<file path="src/core/ioc_params.svh">
// Constants of the IO-setup command handler: layout, codes, reset values.
`ifndef IOC_PARAMS_SVH
`define IOC_PARAMS_SVH

// ----------------------------------------------------------------------
// Packet layout
// ----------------------------------------------------------------------
`define IOC_PKT_LEN        12
`define IOC_LAST_IDX       4'hB
`define IOC_HDR_B1         8'hF8
`define IOC_HDR_B2         8'h03
`define IOC_HDR_B3         8'h0B
`define IOC_B_HSUM         0
`define IOC_B_PSUM_LO      4
`define IOC_B_PSUM_HI      5
`define IOC_B_MASK         6
`define IOC_B_RSV          7
`define IOC_B_TC           8
`define IOC_B_DAC          9
`define IOC_B_FLEX         10
`define IOC_B_EXT          11
`define IOC_FIRST_PAYLOAD  6

// ----------------------------------------------------------------------
// Field positions
// ----------------------------------------------------------------------
`define IOC_MB_TC          0
`define IOC_MB_DAC         1
`define IOC_MB_FLEX        2
`define IOC_MB_EXT         3
`define IOC_MB_SER         5
`define IOC_TC_OFF_MSB     7
`define IOC_TC_OFF_LSB     4
`define IOC_TC_C1          3
`define IOC_TC_C0          2
`define IOC_TC_NT_MSB      1
`define IOC_DC_SER         2
`define IOC_DC_EN          0

// ----------------------------------------------------------------------
// Limits, codes and reset values
// ----------------------------------------------------------------------
`define IOC_OFF_MIN        4'h4
`define IOC_OFF_MAX        4'h8
`define IOC_MAX_TIMERS     2'h2
`define IOC_SRC_DIV_MIN    3'h3
`define IOC_SRC_DIV_MAX    3'h6
`define IOC_TIMER_MODE     4'hA
`define IOC_ERR_NONE       8'h00
`define IOC_ERR_SUM        8'h01
`define IOC_ERR_HDR        8'h02
`define IOC_ERR_OFFSET     8'h03
`define IOC_ERR_COMBO      8'h04
`define IOC_RST_TC         8'h40
`define IOC_RST_DAC        8'h00
`define IOC_RST_FLEX       8'h00
`define IOC_RST_EXT        8'h00

`endif

</file>
<file path="src/core/ioc_pkg.sv">
// Types shared by the IO-setup command handler.
package ioc_pkg;

   typedef logic [11:0][7:0] ioc_pkt_t;

   typedef enum logic [1:0] {
      IOC_RX,
      IOC_EXEC,
      IOC_SUM,
      IOC_TX
   } ioc_state_t;

   typedef struct packed {
      ioc_state_t state;
      logic [3:0] idx;
      ioc_pkt_t   pkt;
      ioc_pkt_t   rsp;
      logic [7:0] tc_setup;
      logic [7:0] dac_ctl;
      logic [7:0] flex;
      logic [7:0] ext;
      logic [4:0] t0_line;
      logic [4:0] t1_line;
      logic [4:0] c0_line;
      logic [4:0] c1_line;
      logic       c0_live;
      logic       dac_on;
      logic       ser_on;
      logic       mode_reset;
   } ioc_regs_t;

endpackage

</file>
<file path="src/core/ioc_sum_if.sv">
// Carrier between a packet and its checksum calculator.
`timescale 1ns/100ps
interface ioc_sum_if;
   ioc_pkg::ioc_pkt_t pkt;
   logic [7:0]        header_sum;
   logic [15:0]       payload_sum;

   modport calc (input pkt, output header_sum, output payload_sum);
   modport user (output pkt, input header_sum, input payload_sum);
endinterface

</file>
<file path="src/core/ioc_pkt_sum.sv">
// Header and payload checksums of one packet.
`timescale 1ns/100ps
`include "ioc_params.svh"
module ioc_pkt_sum #(
   parameter int FIRST = `IOC_FIRST_PAYLOAD
) (
   ioc_sum_if.calc s
);
   logic [15:0] psum;
   logic [15:0] hsum;
   logic [15:0] fold;

   // The header sum covers bytes 1..5, with 4 and 5 taken from the
   // computed payload sum so the same unit can build a response.
   always_comb begin
      psum = 16'h0000;
      for (int i = FIRST; i < `IOC_PKT_LEN; i++) begin
         psum = psum + {8'h00, s.pkt[i]};
      end
      hsum = {8'h00, s.pkt[1]} + {8'h00, s.pkt[2]} + {8'h00, s.pkt[3]}
           + {8'h00, psum[7:0]} + {8'h00, psum[15:8]};
      fold = {8'h00, hsum[7:0]} + {8'h00, hsum[15:8]};
      fold = {8'h00, fold[7:0]} + {8'h00, fold[15:8]};
   end

   assign s.payload_sum = psum;
   assign s.header_sum  = fold[7:0];
endmodule // ioc_pkt_sum

</file>
<file path="src/core/ioc_handler.sv">
// IO-setup command handler: packet intake, checks, masked update, reply.
// Functional notes
// - Fixed twelve-byte packets with F8 03 0B header.
// - Byte 6 mask selects which fields update.
// - Mask bits 0,1 gate setup byte and DAC enable bit.
// - Mask bit 5 gates serial-port settings.
// - Byte 8: offset, counter enables, timer count.
// - Setup bit 3 enables second counter.
// - Setup bit 2 enables first counter.
// - Lines start at flex line zero plus offset.
// - Revision 1.30 accepts offsets four to eight.
// - Order: timers first, then both counters.
// - Timers enabled: every timer returns to mode ten.
// - Divisor clock sources block the first counter.
// - Revision 1.30: byte 9 bit 2 assigns serial lines.
// - Serial assign bit needs mask bit 5.
// - Old revisions: byte 9 bit 0 enables DAC.
// - Byte 10 bits: flex line analog or digital.
// - Byte 11 bits: ext line analog or digital.
`timescale 1ns/100ps
`include "ioc_params.svh"
module ioc_handler (
   input  wire logic       i_mclk,
   input  wire logic       i_sys_rst,
   input  wire logic       i_hw_rev_130,
   input  wire logic [2:0] i_timer_clock_source,
   input  wire logic       i_cmd_valid,
   input  wire logic [7:0] i_cmd_byte,
   output logic            o_cmd_ready,
   output logic            o_rsp_valid,
   output logic [7:0]      o_rsp_byte,
   input  wire logic       i_rsp_ready,
   output logic [7:0]      o_timer_counter_setup,
   output logic [7:0]      o_second_dac_control,
   output logic [7:0]      o_flex_port_analog_select,
   output logic [7:0]      o_ext_port_analog_select,
   output logic [3:0]      o_start_pin_offset,
   output logic            o_first_timer_enable,
   output logic            o_second_timer_enable,
   output logic            o_first_counter_enable,
   output logic            o_second_counter_enable,
   output logic [4:0]      o_first_timer_line,
   output logic [4:0]      o_second_timer_line,
   output logic [4:0]      o_first_counter_line,
   output logic [4:0]      o_second_counter_line,
   output logic            o_second_dac_enable,
   output logic            o_serial_pins_assigned,
   output logic            o_timer_mode_reset,
   output logic [3:0]      o_timer_reset_mode
);

   // -------------------------------------------------------------------
   // Checksum units
   // -------------------------------------------------------------------
   ioc_sum_if rx_sum ();
   ioc_sum_if tx_sum ();

   ioc_pkt_sum #(.FIRST(`IOC_FIRST_PAYLOAD)) u_rx_sum (.s(rx_sum.calc));
   ioc_pkt_sum #(.FIRST(`IOC_FIRST_PAYLOAD)) u_tx_sum (.s(tx_sum.calc));

   ioc_pkg::ioc_regs_t st;
   ioc_pkg::ioc_regs_t next_st;

   assign rx_sum.pkt = st.pkt;
   assign tx_sum.pkt = st.rsp;

   // -------------------------------------------------------------------
   // Command decode
   // -------------------------------------------------------------------
   logic [7:0] mask;
   logic [7:0] req_tc;
   logic [3:0] req_off;
   logic       hdr_bad;
   logic       sum_bad;
   logic       off_bad;
   logic       combo_bad;
   logic       src_div;
   logic [7:0] err;

   always_comb begin
      mask    = st.pkt[`IOC_B_MASK];
      req_tc  = st.pkt[`IOC_B_TC];
      req_off = req_tc[`IOC_TC_OFF_MSB:`IOC_TC_OFF_LSB];
      src_div = (i_timer_clock_source >= `IOC_SRC_DIV_MIN)
             && (i_timer_clock_source <= `IOC_SRC_DIV_MAX);
      hdr_bad = (st.pkt[1] != `IOC_HDR_B1)
             || (st.pkt[2] != `IOC_HDR_B2)
             || (st.pkt[3] != `IOC_HDR_B3);
      sum_bad = (st.pkt[`IOC_B_HSUM] != rx_sum.header_sum)
             || ({st.pkt[`IOC_B_PSUM_HI], st.pkt[`IOC_B_PSUM_LO]}
                 != rx_sum.payload_sum);
      // Offsets are only checked when the setup byte is being written.
      off_bad = mask[`IOC_MB_TC] && i_hw_rev_130
             && ((req_off < `IOC_OFF_MIN) || (req_off > `IOC_OFF_MAX));
      combo_bad = mask[`IOC_MB_TC]
             && ((req_tc[`IOC_TC_NT_MSB:0] > `IOC_MAX_TIMERS)
                 || (req_tc[`IOC_TC_C0] && src_div));
      if (sum_bad) begin
         err = `IOC_ERR_SUM;
      end else if (hdr_bad) begin
         err = `IOC_ERR_HDR;
      end else if (off_bad) begin
         err = `IOC_ERR_OFFSET;
      end else if (combo_bad) begin
         err = `IOC_ERR_COMBO;
      end else begin
         err = `IOC_ERR_NONE;
      end
   end

   // -------------------------------------------------------------------
   // Next state
   // -------------------------------------------------------------------
   logic [1:0] ntim;
   logic [4:0] base;

   always_comb begin
      next_st            = st;
      next_st.mode_reset = 1'b0;
      ntim               = 2'h0;
      base               = 5'h00;
      unique case (st.state)
         ioc_pkg::IOC_RX: begin
            if (i_cmd_valid) begin
               next_st.pkt[st.idx] = i_cmd_byte;
               if (st.idx == `IOC_LAST_IDX) begin
                  next_st.idx   = 4'h0;
                  next_st.state = ioc_pkg::IOC_EXEC;
               end else begin
                  next_st.idx = st.idx + 4'h1;
               end
            end
         end
         ioc_pkg::IOC_EXEC: begin
            // A rejected command leaves every field as it was.
            if (err == `IOC_ERR_NONE) begin
               if (mask[`IOC_MB_TC]) begin
                  next_st.tc_setup = req_tc;
               end
               if (mask[`IOC_MB_DAC]) begin
                  next_st.dac_ctl[`IOC_DC_EN] =
                     st.pkt[`IOC_B_DAC][`IOC_DC_EN];
               end
               if (mask[`IOC_MB_SER]) begin
                  next_st.dac_ctl[`IOC_DC_SER] =
                     st.pkt[`IOC_B_DAC][`IOC_DC_SER];
               end
               if (mask[`IOC_MB_FLEX]) begin
                  next_st.flex = st.pkt[`IOC_B_FLEX];
               end
               if (mask[`IOC_MB_EXT]) begin
                  next_st.ext = st.pkt[`IOC_B_EXT];
               end
               next_st.mode_reset =
                  (next_st.tc_setup[`IOC_TC_NT_MSB:0] != 2'h0);
            end
            // Lines are handed out in a fixed order from the offset on.
            ntim = next_st.tc_setup[`IOC_TC_NT_MSB:0];
            base = {1'b0, next_st.tc_setup[`IOC_TC_OFF_MSB:
                                            `IOC_TC_OFF_LSB]};
            next_st.t0_line = base;
            next_st.t1_line = base + 5'h01;
            next_st.c0_line = base + {3'h0, ntim};
            next_st.c1_line = base + {3'h0, ntim}
                            + {4'h0, next_st.tc_setup[`IOC_TC_C0]};
            next_st.rsp      = '0;
            next_st.rsp[1]   = `IOC_HDR_B1;
            next_st.rsp[2]   = `IOC_HDR_B2;
            next_st.rsp[3]   = `IOC_HDR_B3;
            next_st.rsp[`IOC_B_MASK] = err;
            next_st.rsp[`IOC_B_TC]   = next_st.tc_setup;
            next_st.rsp[`IOC_B_DAC]  = next_st.dac_ctl;
            next_st.rsp[`IOC_B_FLEX] = next_st.flex;
            next_st.rsp[`IOC_B_EXT]  = next_st.ext;
            next_st.state = ioc_pkg::IOC_SUM;
         end
         ioc_pkg::IOC_SUM: begin
            next_st.rsp[`IOC_B_HSUM]    = tx_sum.header_sum;
            next_st.rsp[`IOC_B_PSUM_LO] = tx_sum.payload_sum[7:0];
            next_st.rsp[`IOC_B_PSUM_HI] = tx_sum.payload_sum[15:8];
            next_st.state = ioc_pkg::IOC_TX;
         end
         ioc_pkg::IOC_TX: begin
            if (i_rsp_ready) begin
               next_st.rsp = {8'h00, st.rsp[11:1]};
               if (st.idx == `IOC_LAST_IDX) begin
                  next_st.idx   = 4'h0;
                  next_st.state = ioc_pkg::IOC_RX;
               end else begin
                  next_st.idx = st.idx + 4'h1;
               end
            end
         end
      endcase
      // The clock source may change at any time, so the counter gate
      // is re-evaluated every cycle rather than only on a command.
      next_st.c0_live = next_st.tc_setup[`IOC_TC_C0] && !src_div;
      // From revision 1.30 on the DAC is always on and the serial
      // assignment exists; older parts use only the enable bit.
      next_st.dac_on = i_hw_rev_130
                    || next_st.dac_ctl[`IOC_DC_EN];
      next_st.ser_on = i_hw_rev_130
                    && next_st.dac_ctl[`IOC_DC_SER];
   end

   always_ff @(posedge i_mclk) begin
      if (i_sys_rst) begin
         st          <= '0;
         st.state    <= ioc_pkg::IOC_RX;
         st.tc_setup <= `IOC_RST_TC;
         st.dac_ctl  <= `IOC_RST_DAC;
         st.flex     <= `IOC_RST_FLEX;
         st.ext      <= `IOC_RST_EXT;
         st.t0_line  <= 5'h04;
         st.t1_line  <= 5'h05;
         st.c0_line  <= 5'h04;
         st.c1_line  <= 5'h04;
      end else begin
         st <= next_st;
      end
   end

   // -------------------------------------------------------------------
   // Outputs
   // -------------------------------------------------------------------
   assign o_cmd_ready               = (st.state == ioc_pkg::IOC_RX);
   assign o_rsp_valid               = (st.state == ioc_pkg::IOC_TX);
   assign o_rsp_byte                = st.rsp[0];
   assign o_timer_counter_setup     = st.tc_setup;
   assign o_second_dac_control      = st.dac_ctl;
   assign o_flex_port_analog_select = st.flex;
   assign o_ext_port_analog_select  = st.ext;
   assign o_start_pin_offset =
      st.tc_setup[`IOC_TC_OFF_MSB:`IOC_TC_OFF_LSB];
   assign o_first_timer_enable  = (st.tc_setup[`IOC_TC_NT_MSB:0] != 2'h0);
   assign o_second_timer_enable = st.tc_setup[`IOC_TC_NT_MSB];
   assign o_first_counter_enable  = st.c0_live;
   assign o_second_counter_enable = st.tc_setup[`IOC_TC_C1];
   assign o_first_timer_line    = st.t0_line;
   assign o_second_timer_line   = st.t1_line;
   assign o_first_counter_line  = st.c0_line;
   assign o_second_counter_line = st.c1_line;
   assign o_second_dac_enable    = st.dac_on;
   assign o_serial_pins_assigned = st.ser_on;
   assign o_timer_mode_reset     = st.mode_reset;
   assign o_timer_reset_mode     = `IOC_TIMER_MODE;

   logic in_exec;
   logic ok_exec;
   assign in_exec = (st.state == ioc_pkg::IOC_EXEC);
   assign ok_exec = in_exec && (err == `IOC_ERR_NONE);
endmodule // ioc_handler

</file>
<file path="config.mk">
export PLATFORM = sky130hd
export DESIGN_NAME = ioc_handler
export DESIGN_NICKNAME = d
export VERILOG_FILES = /design/src/core/ioc_pkg.sv /design/src/core/ioc_sum_if.sv /design/src/core/ioc_pkt_sum.sv /design/src/core/ioc_handler.sv
export VERILOG_INCLUDE_DIRS = /design/src /design/src/core
export SDC_FILE = /design/constraint.sdc
export NUM_CORES = 1
export LEC_CHECK = 0
export BUFFER_PORTS_ARGS = -buffer_cell sky130_fd_sc_hd__buf_4
export CORE_ASPECT_RATIO = 0.5
export CORE_MARGIN = 2
export CORE_UTILIZATION = 55
export CTS_BUF_LIST = sky130_fd_sc_hd__clkbuf_4
export DETAILED_ROUTE_END_ITERATION = 7
export PLACE_DENSITY = 0.81
export SLEW_MARGIN = 20
export SYNTH_ARGS = -nofsm -noshare
export SYNTH_HDL_FRONTEND = slang
export SYNTH_SLANG_ARGS = --single-unit
</file>
<file path="constraint.sdc">
create_clock -name i_mclk -period 13.2 [get_ports i_mclk]
set_input_delay 0.66 -clock i_mclk [delete_from_list [all_inputs] [get_ports i_mclk]]
set_output_delay 0.66 -clock i_mclk [all_outputs]
set_load 0.02 [all_outputs]
</file>
### After elaboration in Yosys (flattened, before gate mapping)

Index checks and enable logic that the tools add are counted.

| storage, ports and cells | value |
|---|---|
| ROM bits | 0 |
| bits of input ports | 16 |
| output and inout port bits | 77 |
| bits in writable memories | 0 |
| word-level logic and storage cells | 148 |
| bits in registers | 247 |
| bits in latches | 0 |
| memories kept | 0 |

| cells by class | value |
|---|---|
| eq/ne operators | 13 |
| magnitude comparators | 7 |
| div/mod/pow operators | 0 |
| $add $sub $neg | 26 |
| multiplexer cells | 33 |
| $mul | 0 |
| reductions and logical operators | 28 |
| bitwise logic cells | 2 |
| shift-type cells | 0 |

Operators with widths:

| kind | count |
|---|---|
| 16-bit by 8-bit adder with 16-bit output | 14 |
| 102-bit 2-to-1 mux | 1 |
| 96-bit bitwise mux | 1 |
| 96-bit 2-to-1 mux | 1 |
| 48-bit case mux with 2 select lines | 1 |
| 8-bit 2-to-1 mux | 8 |
| 8-bit by 8-bit adder with 9-bit output | 6 |
| 16-bit case mux with 3 select lines | 1 |
| 24-bit case mux with 2 select lines | 1 |
| 37-bit 2-to-1 mux | 1 |
| 8-bit demux with 4-bit select | 1 |
| 8-bit case mux with 3 select lines | 1 |
| 17-bit 2-to-1 mux | 1 |
| 8-bit adder | 2 |
| 16-bit != test | 1 |
| 3-bit 2-to-1 mux | 5 |
| 1-bit logical AND | 8 |
| 8-bit logical NOT | 1 |
| 8-bit by 2-bit != test with 1-bit output, second input constant | 1 |
| 8-bit by 4-bit != test with 1-bit output, second input constant | 1 |
| 8-bit != test | 1 |
| 8-bit != test, second input constant | 1 |
| 2-bit case mux with 4 select lines | 1 |
| 4-bit case mux with 2 select lines | 1 |
| 30 further kinds | 48 |

### Depth between registers and ports, before layout

Gate-level depths: netlist (run 1).

| logic depth | value |
|---|---|
| depth after elaboration | 21 |
| depth in mapped cells | 56 |
| depth with buffers taken out | 54 |

### By module

A second synthesis (run 1) with hierarchy kept.

| second synthesis, totals | value |
|---|---|
| cells, all modules | 1,628 |
| area, all modules | 15,160.8 um^2 |

By module, submodules not included:

| module | instances | cells an instance | area each (um^2) | seq. area each (um^2) |
|---|---|---|---|---|
| ioc_handler | 1 | 1,136 | 10,612.7 | 4,864.7 |
| ioc_pkt_sum at u_rx_sum | 1 | 247 | 2,311.0 | 0.0 |
| ioc_pkt_sum at u_tx_sum | 1 | 245 | 2,237.1 | 0.0 |

### Least setup slack after synthesis (run 1)

No wires, ideal clock.

| timing path | value |
|---|---|
| kind | register to register |
| start | reg with a tool-made name |
| end | reg st (netlist bit o_second_counter_line[3]) |
| setup time | 0.086 ns |
| slack | 1.569 ns |
| required time | 13.114 ns |
| buffers on the path | 2 |
| clock period less this slack | 11.631 ns |
| stages on the path, launching flop included | 56 |
| data arrival time | 11.546 ns |
| cell sequence | dfxtp_1 -> ha_1 -> inv_1 -> fa_1 -> inv_1 -> a21oi_1 -> o21ai_0 -> a21oi_1 -> o21ai_0 -> xor2_1 -> fa_1 -> fa_1 -> inv_1 -> fa_1 -> inv_1 -> ha_1 -> o21a_1 -> o21a_1 -> (+20 left out) -> ha_1 -> xor2_1 -> nor4_1 -> nand4_1 -> nor4b_2 -> and3_2 -> nand4b_4 -> or3_1 -> buf_6 -> buf_6 -> mux2i_1 -> inv_1 -> fa_1 -> nand2b_1 -> a2111o_1 -> a21oi_1 -> xnor2_1 -> a211oi_1 |

RTL lines:

| what | line | source |
|---|---|---|
| to (signal assigned) | ioc_handler.sv:219 | `st <= next_st;` |
| to (decl) | ioc_handler.sv:61 | `ioc_pkg::ioc_regs_t st;` |

==> summary.md, run 1 <==
| Metric | Value |
|---|---|
| Final worst path period need | 12.53 ns |
| Drt pass-1 iters | 5 |
| Area share of the largest cell type after synthesis | 0.311 |
| DP Area | 0.0161 mm² |
| First-pass GRT wire length | 60100 µm |
| Slew Limit Fails | 0 |
| Crit path arrival time | 13.15 ns |
| Inserted Diodes | 0 |
| Buf/Inv on CP | 6 |
| Hold Path Class | in -> reg |
| Longest Clk Path Bufs | 3 |
| Core area | 0.0278 mm² |
| Area Overhead vs Synth | 7.92% |
| Drt wl/cell | 17.3 µm |
| Most frequent cell after synthesis | nor2_1 |
| Final WS setup | 0.670 ns |
| Max_cap viols | 0 |
| # setup viols final | 0 |
| Most common flop cell mapped by yosys | dfxtp_1 |
| Detailed Route WL | 37500 µm |
| Final period utilization | 0.949 |
| Sequential share of the synthesized area | 0.311 |
| Hold Fails Final Rpt | 0 |
| Port Buffers | 81 |
| Cts bufs inserted | 55 |
| Synth cell count leaders | 261 x nor2_1, 243 x dfxtp_1, 169 x inv_1 |
| Vias | 12.1k |
| Final instance area | 0.0169 mm² |
| Die Ht | 123 µm |
| Mapped Cells | 1723 |
| Total Routing Usage GR | 0.251 |
| Io pins | 93 |
| Startpoint types | flip-flop |
| Initial antenna violation count | 0 |
| Synth cell types | 70 |
| Fin Setup TNS | 0 ns |
| Avg Cell Area, Syn | 9.07 µm² |
| Gpl congestion | 0.941 |
| Clock latency on the worst-skew pair | 0.73 ns |
| CP endpoint kind | flip-flop |
| Post-DP HPWL | 27400 µm |
| Nets | 1949 |
| Layout cells sized above 1 | 0.120 |
| Largest net degree at the start of global routing | 76 |
| Crit-path slowest cell | or4_1 |
| Number of global-route vias before repair | 11.8k |
| Starting density of the core | 0.562 |
| Dpl ws | 0.263 ns |
| Slew headroom | 0.254 |
| Synth warn | 0 |
| EDFF count, synth | 0 |
| Die W | 242 µm |
| Fin util | 0.606 |
| Max Fclk | 79.8 MHz |
| Post-synth top area cell | dfxtp_1 |
| Post-synth ARST share | 0 |
| Post-synthesis register bit count | 243 |
| Clock Sink Count | 243 |
| Iter 0 DRT Violations | 1007 |
| CTS H-tree depth | 2 |
| Rows | 43 |
| Synth top area cells | dfxtp_1 31%, fa_1 9.9%, mux2i_1 9.2% |
| Root Buffer Master | clkbuf_4 |
| GRT overflow | 0 |
| Worst Tran Pin Value | 1.11 ns |
| DR vias/cell | 5.59 |
| Lkg Pwr | 7.83 nW |
| DRC Markers | 0 |
| Setup CP Type | reg -> reg |
| Unrepaired setup endpoints after global routing | false |
| Final antenna-violating net count | 0 |
| Total Die Area | 0.0299 mm² |
| Worst path top cell family by delay | adder cells |
| Post-synthesis cell area | 0.0156 mm² |
| Skew final | 0.0548 ns |
| Pwr/cell area | 86.9 mW/mm² |
| CP max FO | 6 |
| Worst vdd ir | 0.0000622 V |
| Total power | 1.47 mW |
| Clock-pin transition on the worst setup and hold timing paths | 0.07 ns |
| CP Data Required Time | 13.82 ns |
| Status | finished clean |
| CTS tree | done |
| Slowest Stage Delay on Critical Path | 0.55 ns |
| Most common cell on crit path | fa_1 |
[cell type report]
| type | instances | area (µm²) |
|---|---|---|
| fill | 2358 | 11000 |
| clock buffer | 83 | 623 |
| inverter | 171 | 642 |
| clock inverter | 15 | 113 |
| sequential | 243 | 4870 |
| timing repair buffer | 97 | 744 |
| multi-input combinational | 1178 | 9400 |
| tap | 382 | 478 |
[tightest hold or removal path, stage by stage]
cell    delay [ns]
buf_4         0.12
inv_1         0.07
nor3_1        0.06
[per-stage QoR]
stage,hold WS (ns),instances
floorplan,0.422,1732
global placement,0.434,2068
detailed placement,0.454,2068
CTS,0.209,2166
global route,0.223,2169
finish,0.261,2169
[power breakdown]
part	internal [mW]	total [mW]	switching (mW)
logic	0.0343	0.0944	0.0601
registers	0.737	0.741	0.00419
clock network	0.325	0.630	0.305
[metal layers]
metal	global-route usage	wire length, µm
met1	0.340	16900
met2	0.415	17300
met3	0.0395	2410
met4	0.0868	875
met5	0	0
[cell usage in the layout, fill, tap and decap left out, types with 9 or more instances in the layout]
| cell type | Yosys | layout |
|---|---|---|
| nand2_1 | 54 | 54 |
| a211oi_1 | 20 | 20 |
| a22oi_1 | 39 | 39 |
| a221oi_1 | 25 | 25 |
| xor2_1 | 39 | 39 |
| xnor2_1 | 50 | 50 |
| o21bai_1 | 22 | 22 |
| nor3_1 | 33 | 33 |
| inv_1 | 169 | 169 |
| mux2i_1 | 143 | 142 |
| o22ai_1 | 9 | 9 |
| buf_4 | 68 | 95 |
| o21ai_1 | 12 | 13 |
| a21o_1 | 15 | 15 |
| a21oi_1 | 66 | 65 |
| dfxtp_1 | 243 | 241 |
| conb_1 | 2 | 11 |
| clkbuf_4 | 0 | 83 |
| nand3_1 | 22 | 22 |
| clkinv_1 | 1 | 11 |
| nor2b_1 | 14 | 14 |
| ha_1 | 110 | 109 |
| o21ai_0 | 40 | 38 |
| nor2_1 | 261 | 260 |
| fa_1 | 77 | 77 |
| nand2b_1 | 13 | 13 |
[cells by family after synthesis]
kind of cell	Yosys count	synth area share
other	2	0.000481
AOI/OAI and AO/OA	284	0.120
buffers and inverters	311	0.0921
and+or+nand+nor	455	0.135
adders and majority gates	187	0.187
muxes	146	0.0959
xor gates and xnor gates	95	0.0581
DFF	243	0.311
[worst paths after layout]
path	start	endpoint	slack (ns)	cells after the start
worst max register to register	flip-flop	o_second_counter_line[3]	0.67	52
worst min-delay path	i_hw_rev_130	o_serial_pins_assigned	0.26	3
worst min register to register	o_second_timer_line[0]	o_second_timer_line[0]	0.47	2
worst max-delay path	flip-flop	o_second_counter_line[3]	0.67	52
[repair_timing]
action	CTS	global route
buffers inserted	0	3
endpoints found under the setup margin	0	6
resized for setup	0	13
hold buffers	0	0
Note: power is estimated with default switching activity, not from simulation.
==> run 2, diff against run 1 <==
--- a/config.mk
+++ b/config.mk
@@ -6,13 +6,15 @@
 export SDC_FILE = /design/constraint.sdc
 export NUM_CORES = 1
 export LEC_CHECK = 0
+export ABC_AREA = 1
 export BUFFER_PORTS_ARGS = -buffer_cell sky130_fd_sc_hd__buf_4
+export CAP_MARGIN = 5
 export CORE_ASPECT_RATIO = 0.5
 export CORE_MARGIN = 2
 export CORE_UTILIZATION = 55
 export CTS_BUF_LIST = sky130_fd_sc_hd__clkbuf_4
 export DETAILED_ROUTE_END_ITERATION = 7
-export PLACE_DENSITY = 0.81
+export PLACE_DENSITY = 0.73
 export SLEW_MARGIN = 20
 export SYNTH_ARGS = -nofsm -noshare
 export SYNTH_HDL_FRONTEND = slang
==> summary.md, run 2 <==
| Metric | Value |
|---|---|
| Layout cells sized above 1 | 0.110 (-0.00946) |
| Hold Path Class | in -> reg |
| Synth top area cells | dfxtp_1 31%, fa_1 9.7%, ha_1 8.7% |
| Drt wl/cell | 15.7 µm (-9.1%) |
| Lkg Pwr | 8.26 nW (+5.5%) |
| Clock Sink Count | 243 (unchanged) |
| Vias | 13.4k (+11%) |
| Largest net degree at the start of global routing | 121 (+59%) |
| Most common cell on crit path | inv_1 |
| Initial antenna violation count | 0 (unchanged) |
| Max_cap viols | 0 (unchanged) |
| Setup CP Type | reg -> reg |
| EDFF count, synth | 0 (unchanged) |
| Inserted Diodes | 0 (unchanged) |
| Dpl ws | 2.06 ns (+1.80 ns) |
| Root Buffer Master | clkbuf_4 |
| Status | finished clean |
| Commonest non-fill, non-tap cell in the layout | inv_1 |
| Final Non-Filler Cells | 2549 (+18%) |
| Most frequent cell after synthesis | inv_1 |
| Post-CTS sizing | 0 (unchanged) |
| Total Routing Usage GR | 0.268 (+0.0166) |
| Worst Tran Pin Value | 1.13 ns (+0.0188 ns) |
| Nets | 2330 (+20%) |
| Pwr/cell area | 110 mW/mm² (+27%) |
| CP endpoint kind | flip-flop |
| Final WS setup | 1.96 ns (+1.29 ns) |
| Most common flop cell mapped by yosys | dfxtp_1 |
| DR vias/cell | 5.27 (-5.7%) |
| Rows | 43 (unchanged) |
| Total Die Area | 0.0303 mm² (+1.4%) |
| Iter 0 DRT Violations | 990 (-1.7%) |
| Post-synth top area cell | dfxtp_1 |
| Synth cell count leaders | 316 x inv_1, 311 x nand2_1, 243 x dfxtp_1 |
| Commonest cells after routing, fill and taps aside | 315 x inv_1, 311 x nand2_1, 243 x dfxtp_1 |
| Die Ht | 124 µm (+0.71%) |
| Slew Limit Fails | 0 (unchanged) |
| Hold Crit Start | i_timer_clock_source[2] |
| Drt pass-1 iters | 6 (+1) |
| Slew headroom | 0.244 (-0.00981) |
| Max Fclk | 89.0 MHz (+11%) |
| Die W | 244 µm (+0.72%) |
| Starting density of the core | 0.566 (+0.00386) |
| Post-synth ARST share | 0 (unchanged) |
| Final worst path period need | 11.24 ns (-1.29 ns) |
| Synth cell types | 53 (-24%) |
| Final antenna-violating net count | 0 (unchanged) |
| Port Buffers | 81 (unchanged) |
| CP max FO | 10 (+4) |
| Post-DP HPWL | 28700 µm (+4.9%) |
| CTS tree | done |
| Avg Cell Area, Syn | 7.50 µm² (-17%) |
| Sequential share of the synthesized area | 0.307 (-0.00450) |
| Synth warn | 0 (unchanged) |
| Startpoint types | flip-flop |
| CTS Hold Bufs | 0 (unchanged) |
| Post-synthesis cell area | 0.0159 mm² (+1.5%) |
| Mapped Cells | 2115 (+23%) |
| Final period utilization | 0.852 (-0.0977) |
| Area Overhead vs Synth | 6.79% |
| Core area | 0.0280 mm² (+0.77%) |
| Gpl congestion | 0.861 (-8.6%) |
| DP Cell Count | 2449 (+18%) |
| Unrepaired setup endpoints after global routing | false |
| Detailed Route WL | 40000 µm (+6.8%) |
| DRC Markers | 0 (unchanged) |
| Post-synthesis register bit count | 243 (unchanged) |
| Setup bufs post-CTS | 0 (unchanged) |
| Worst vdd ir | 0.0000530 V (-15%) |
| Hold Fails Final Rpt | 0 (unchanged) |
| Clock latency on the worst-skew pair | 0.76 ns (+0.03 ns) |
| Slowest Stage Delay on Critical Path | 0.55 ns (about the same) |
| # setup viols final | 0 (unchanged) |
| GRT overflow | 0 (unchanged) |
| Crit-path slowest cell | fa_1 |
| Crit path arrival time | 11.90 ns (-1.25 ns) |
| CP Data Required Time | 13.86 ns (+0.04 ns) |
| Number of global-route vias before repair | 12.7k (+8.3%) |
| Fin Setup TNS | 0 ns (unchanged) |
| Cts bufs inserted | 58 (+5.5%) |
| CTS H-tree depth | 2 (unchanged) |
| Longest Clk Path Bufs | 3 (unchanged) |
| Area share of the largest cell type after synthesis | 0.307 (-0.00450) |
| Io pins | 93 (unchanged) |
| Skew final | 0.0682 ns (+0.0134 ns) |
| Clock-pin transition on the worst setup and hold timing paths | 0.08 ns (about the same) |
| First-pass GRT wire length | 64600 µm (+7.4%) |
run 2: cell count changes after synthesis, sizes merged, moves of 13 or more:
cell | before | now
a21o | 15 | 2
xnor2 | 51 | 21
nor2b | 14 | 0
nor2 | 261 | 238
a22oi | 39 | 0
nor3 | 33 | 3
nand3 | 22 | 75
mux2i | 146 | 1
nand2 | 55 | 328
a211oi | 20 | 3
a21oi | 66 | 208
nand2b | 13 | 0
inv | 170 | 321
o21ai | 52 | 227
run 2: routing by layer:
layer	vias to the layer above	global-route usage	routed length, µm
met3	77	0.0519	2430
met1	6254	0.345	17900
met5	-	0	0
met2	357	0.458	18600
li1	6746	-	-
met4	0	0.0888	1050
run 2: cell families (layout without fill, tap and decap cells):
family | Yosys count | count (layout) | synth area share
AND/OR/NAND/NOR | 674 | 674 | 0.180
buffers and inverters | 474 | 517 | 0.130
XOR/XNOR | 55 | 55 | 0.0317
other | 2 | 11 | 0.000474
AO/OA/AOI/OAI | 479 | 479 | 0.166
multiplexers | 1 | 1 | 0.000631
adder cells (fa/ha/maj) | 187 | 187 | 0.184
flip-flops | 243 | 243 | 0.307
run 2: final timing paths:
check | to | slack [ns] | depth (start not counted)
max | o_second_counter_line[4] | 1.96 | 61
min | o_first_counter_enable | 0.21 | 4
max reg2reg | o_second_counter_line[4] | 1.96 | 61
min reg2reg | st[115] | 0.44 | 2
run 2: cell type report:
class	instances	area (µm²)
fill	2638	11100
tap	382	478
clock buffer	81	608
inverter	328	1230
clock inverter	19	105
sequential	243	4860
timing repair buffer	89	668
multi-input combinational	1407	8970
run 2: report_power, final:
group | total (mW) | switching, mW | internal (mW)
registers | 0.805 | 0.0321 | 0.773
logic | 0.437 | 0.285 | 0.152
clock network | 0.623 | 0.321 | 0.301
total | 1.86 | 0.638 | 1.23
run 2: worst max-delay path, delay by kind of cell, from the launching register on:
kind,cells,cell delay [ns]
XOR/XNOR,3,0.46
flip-flops,1,0.54
AO/OA/AOI/OAI,10,1.61
adder cells (fa/ha/maj),15,5.43
AND/OR/NAND/NOR,23,2.41
buffers and inverters,10,0.65
run 2: per-stage QoR:
step	utilization	hold WS (ns)	power (mW)	instance area (µm²)
detailed placement	0.579	0.454	1.25	16200
global route	0.604	0.215	1.98	16900
CTS	0.604	0.180	1.87	16900
floorplan	-	0.441	1.15	15900
finish	0.604	0.212	1.86	16900
global placement	0.579	0.448	1.25	16200
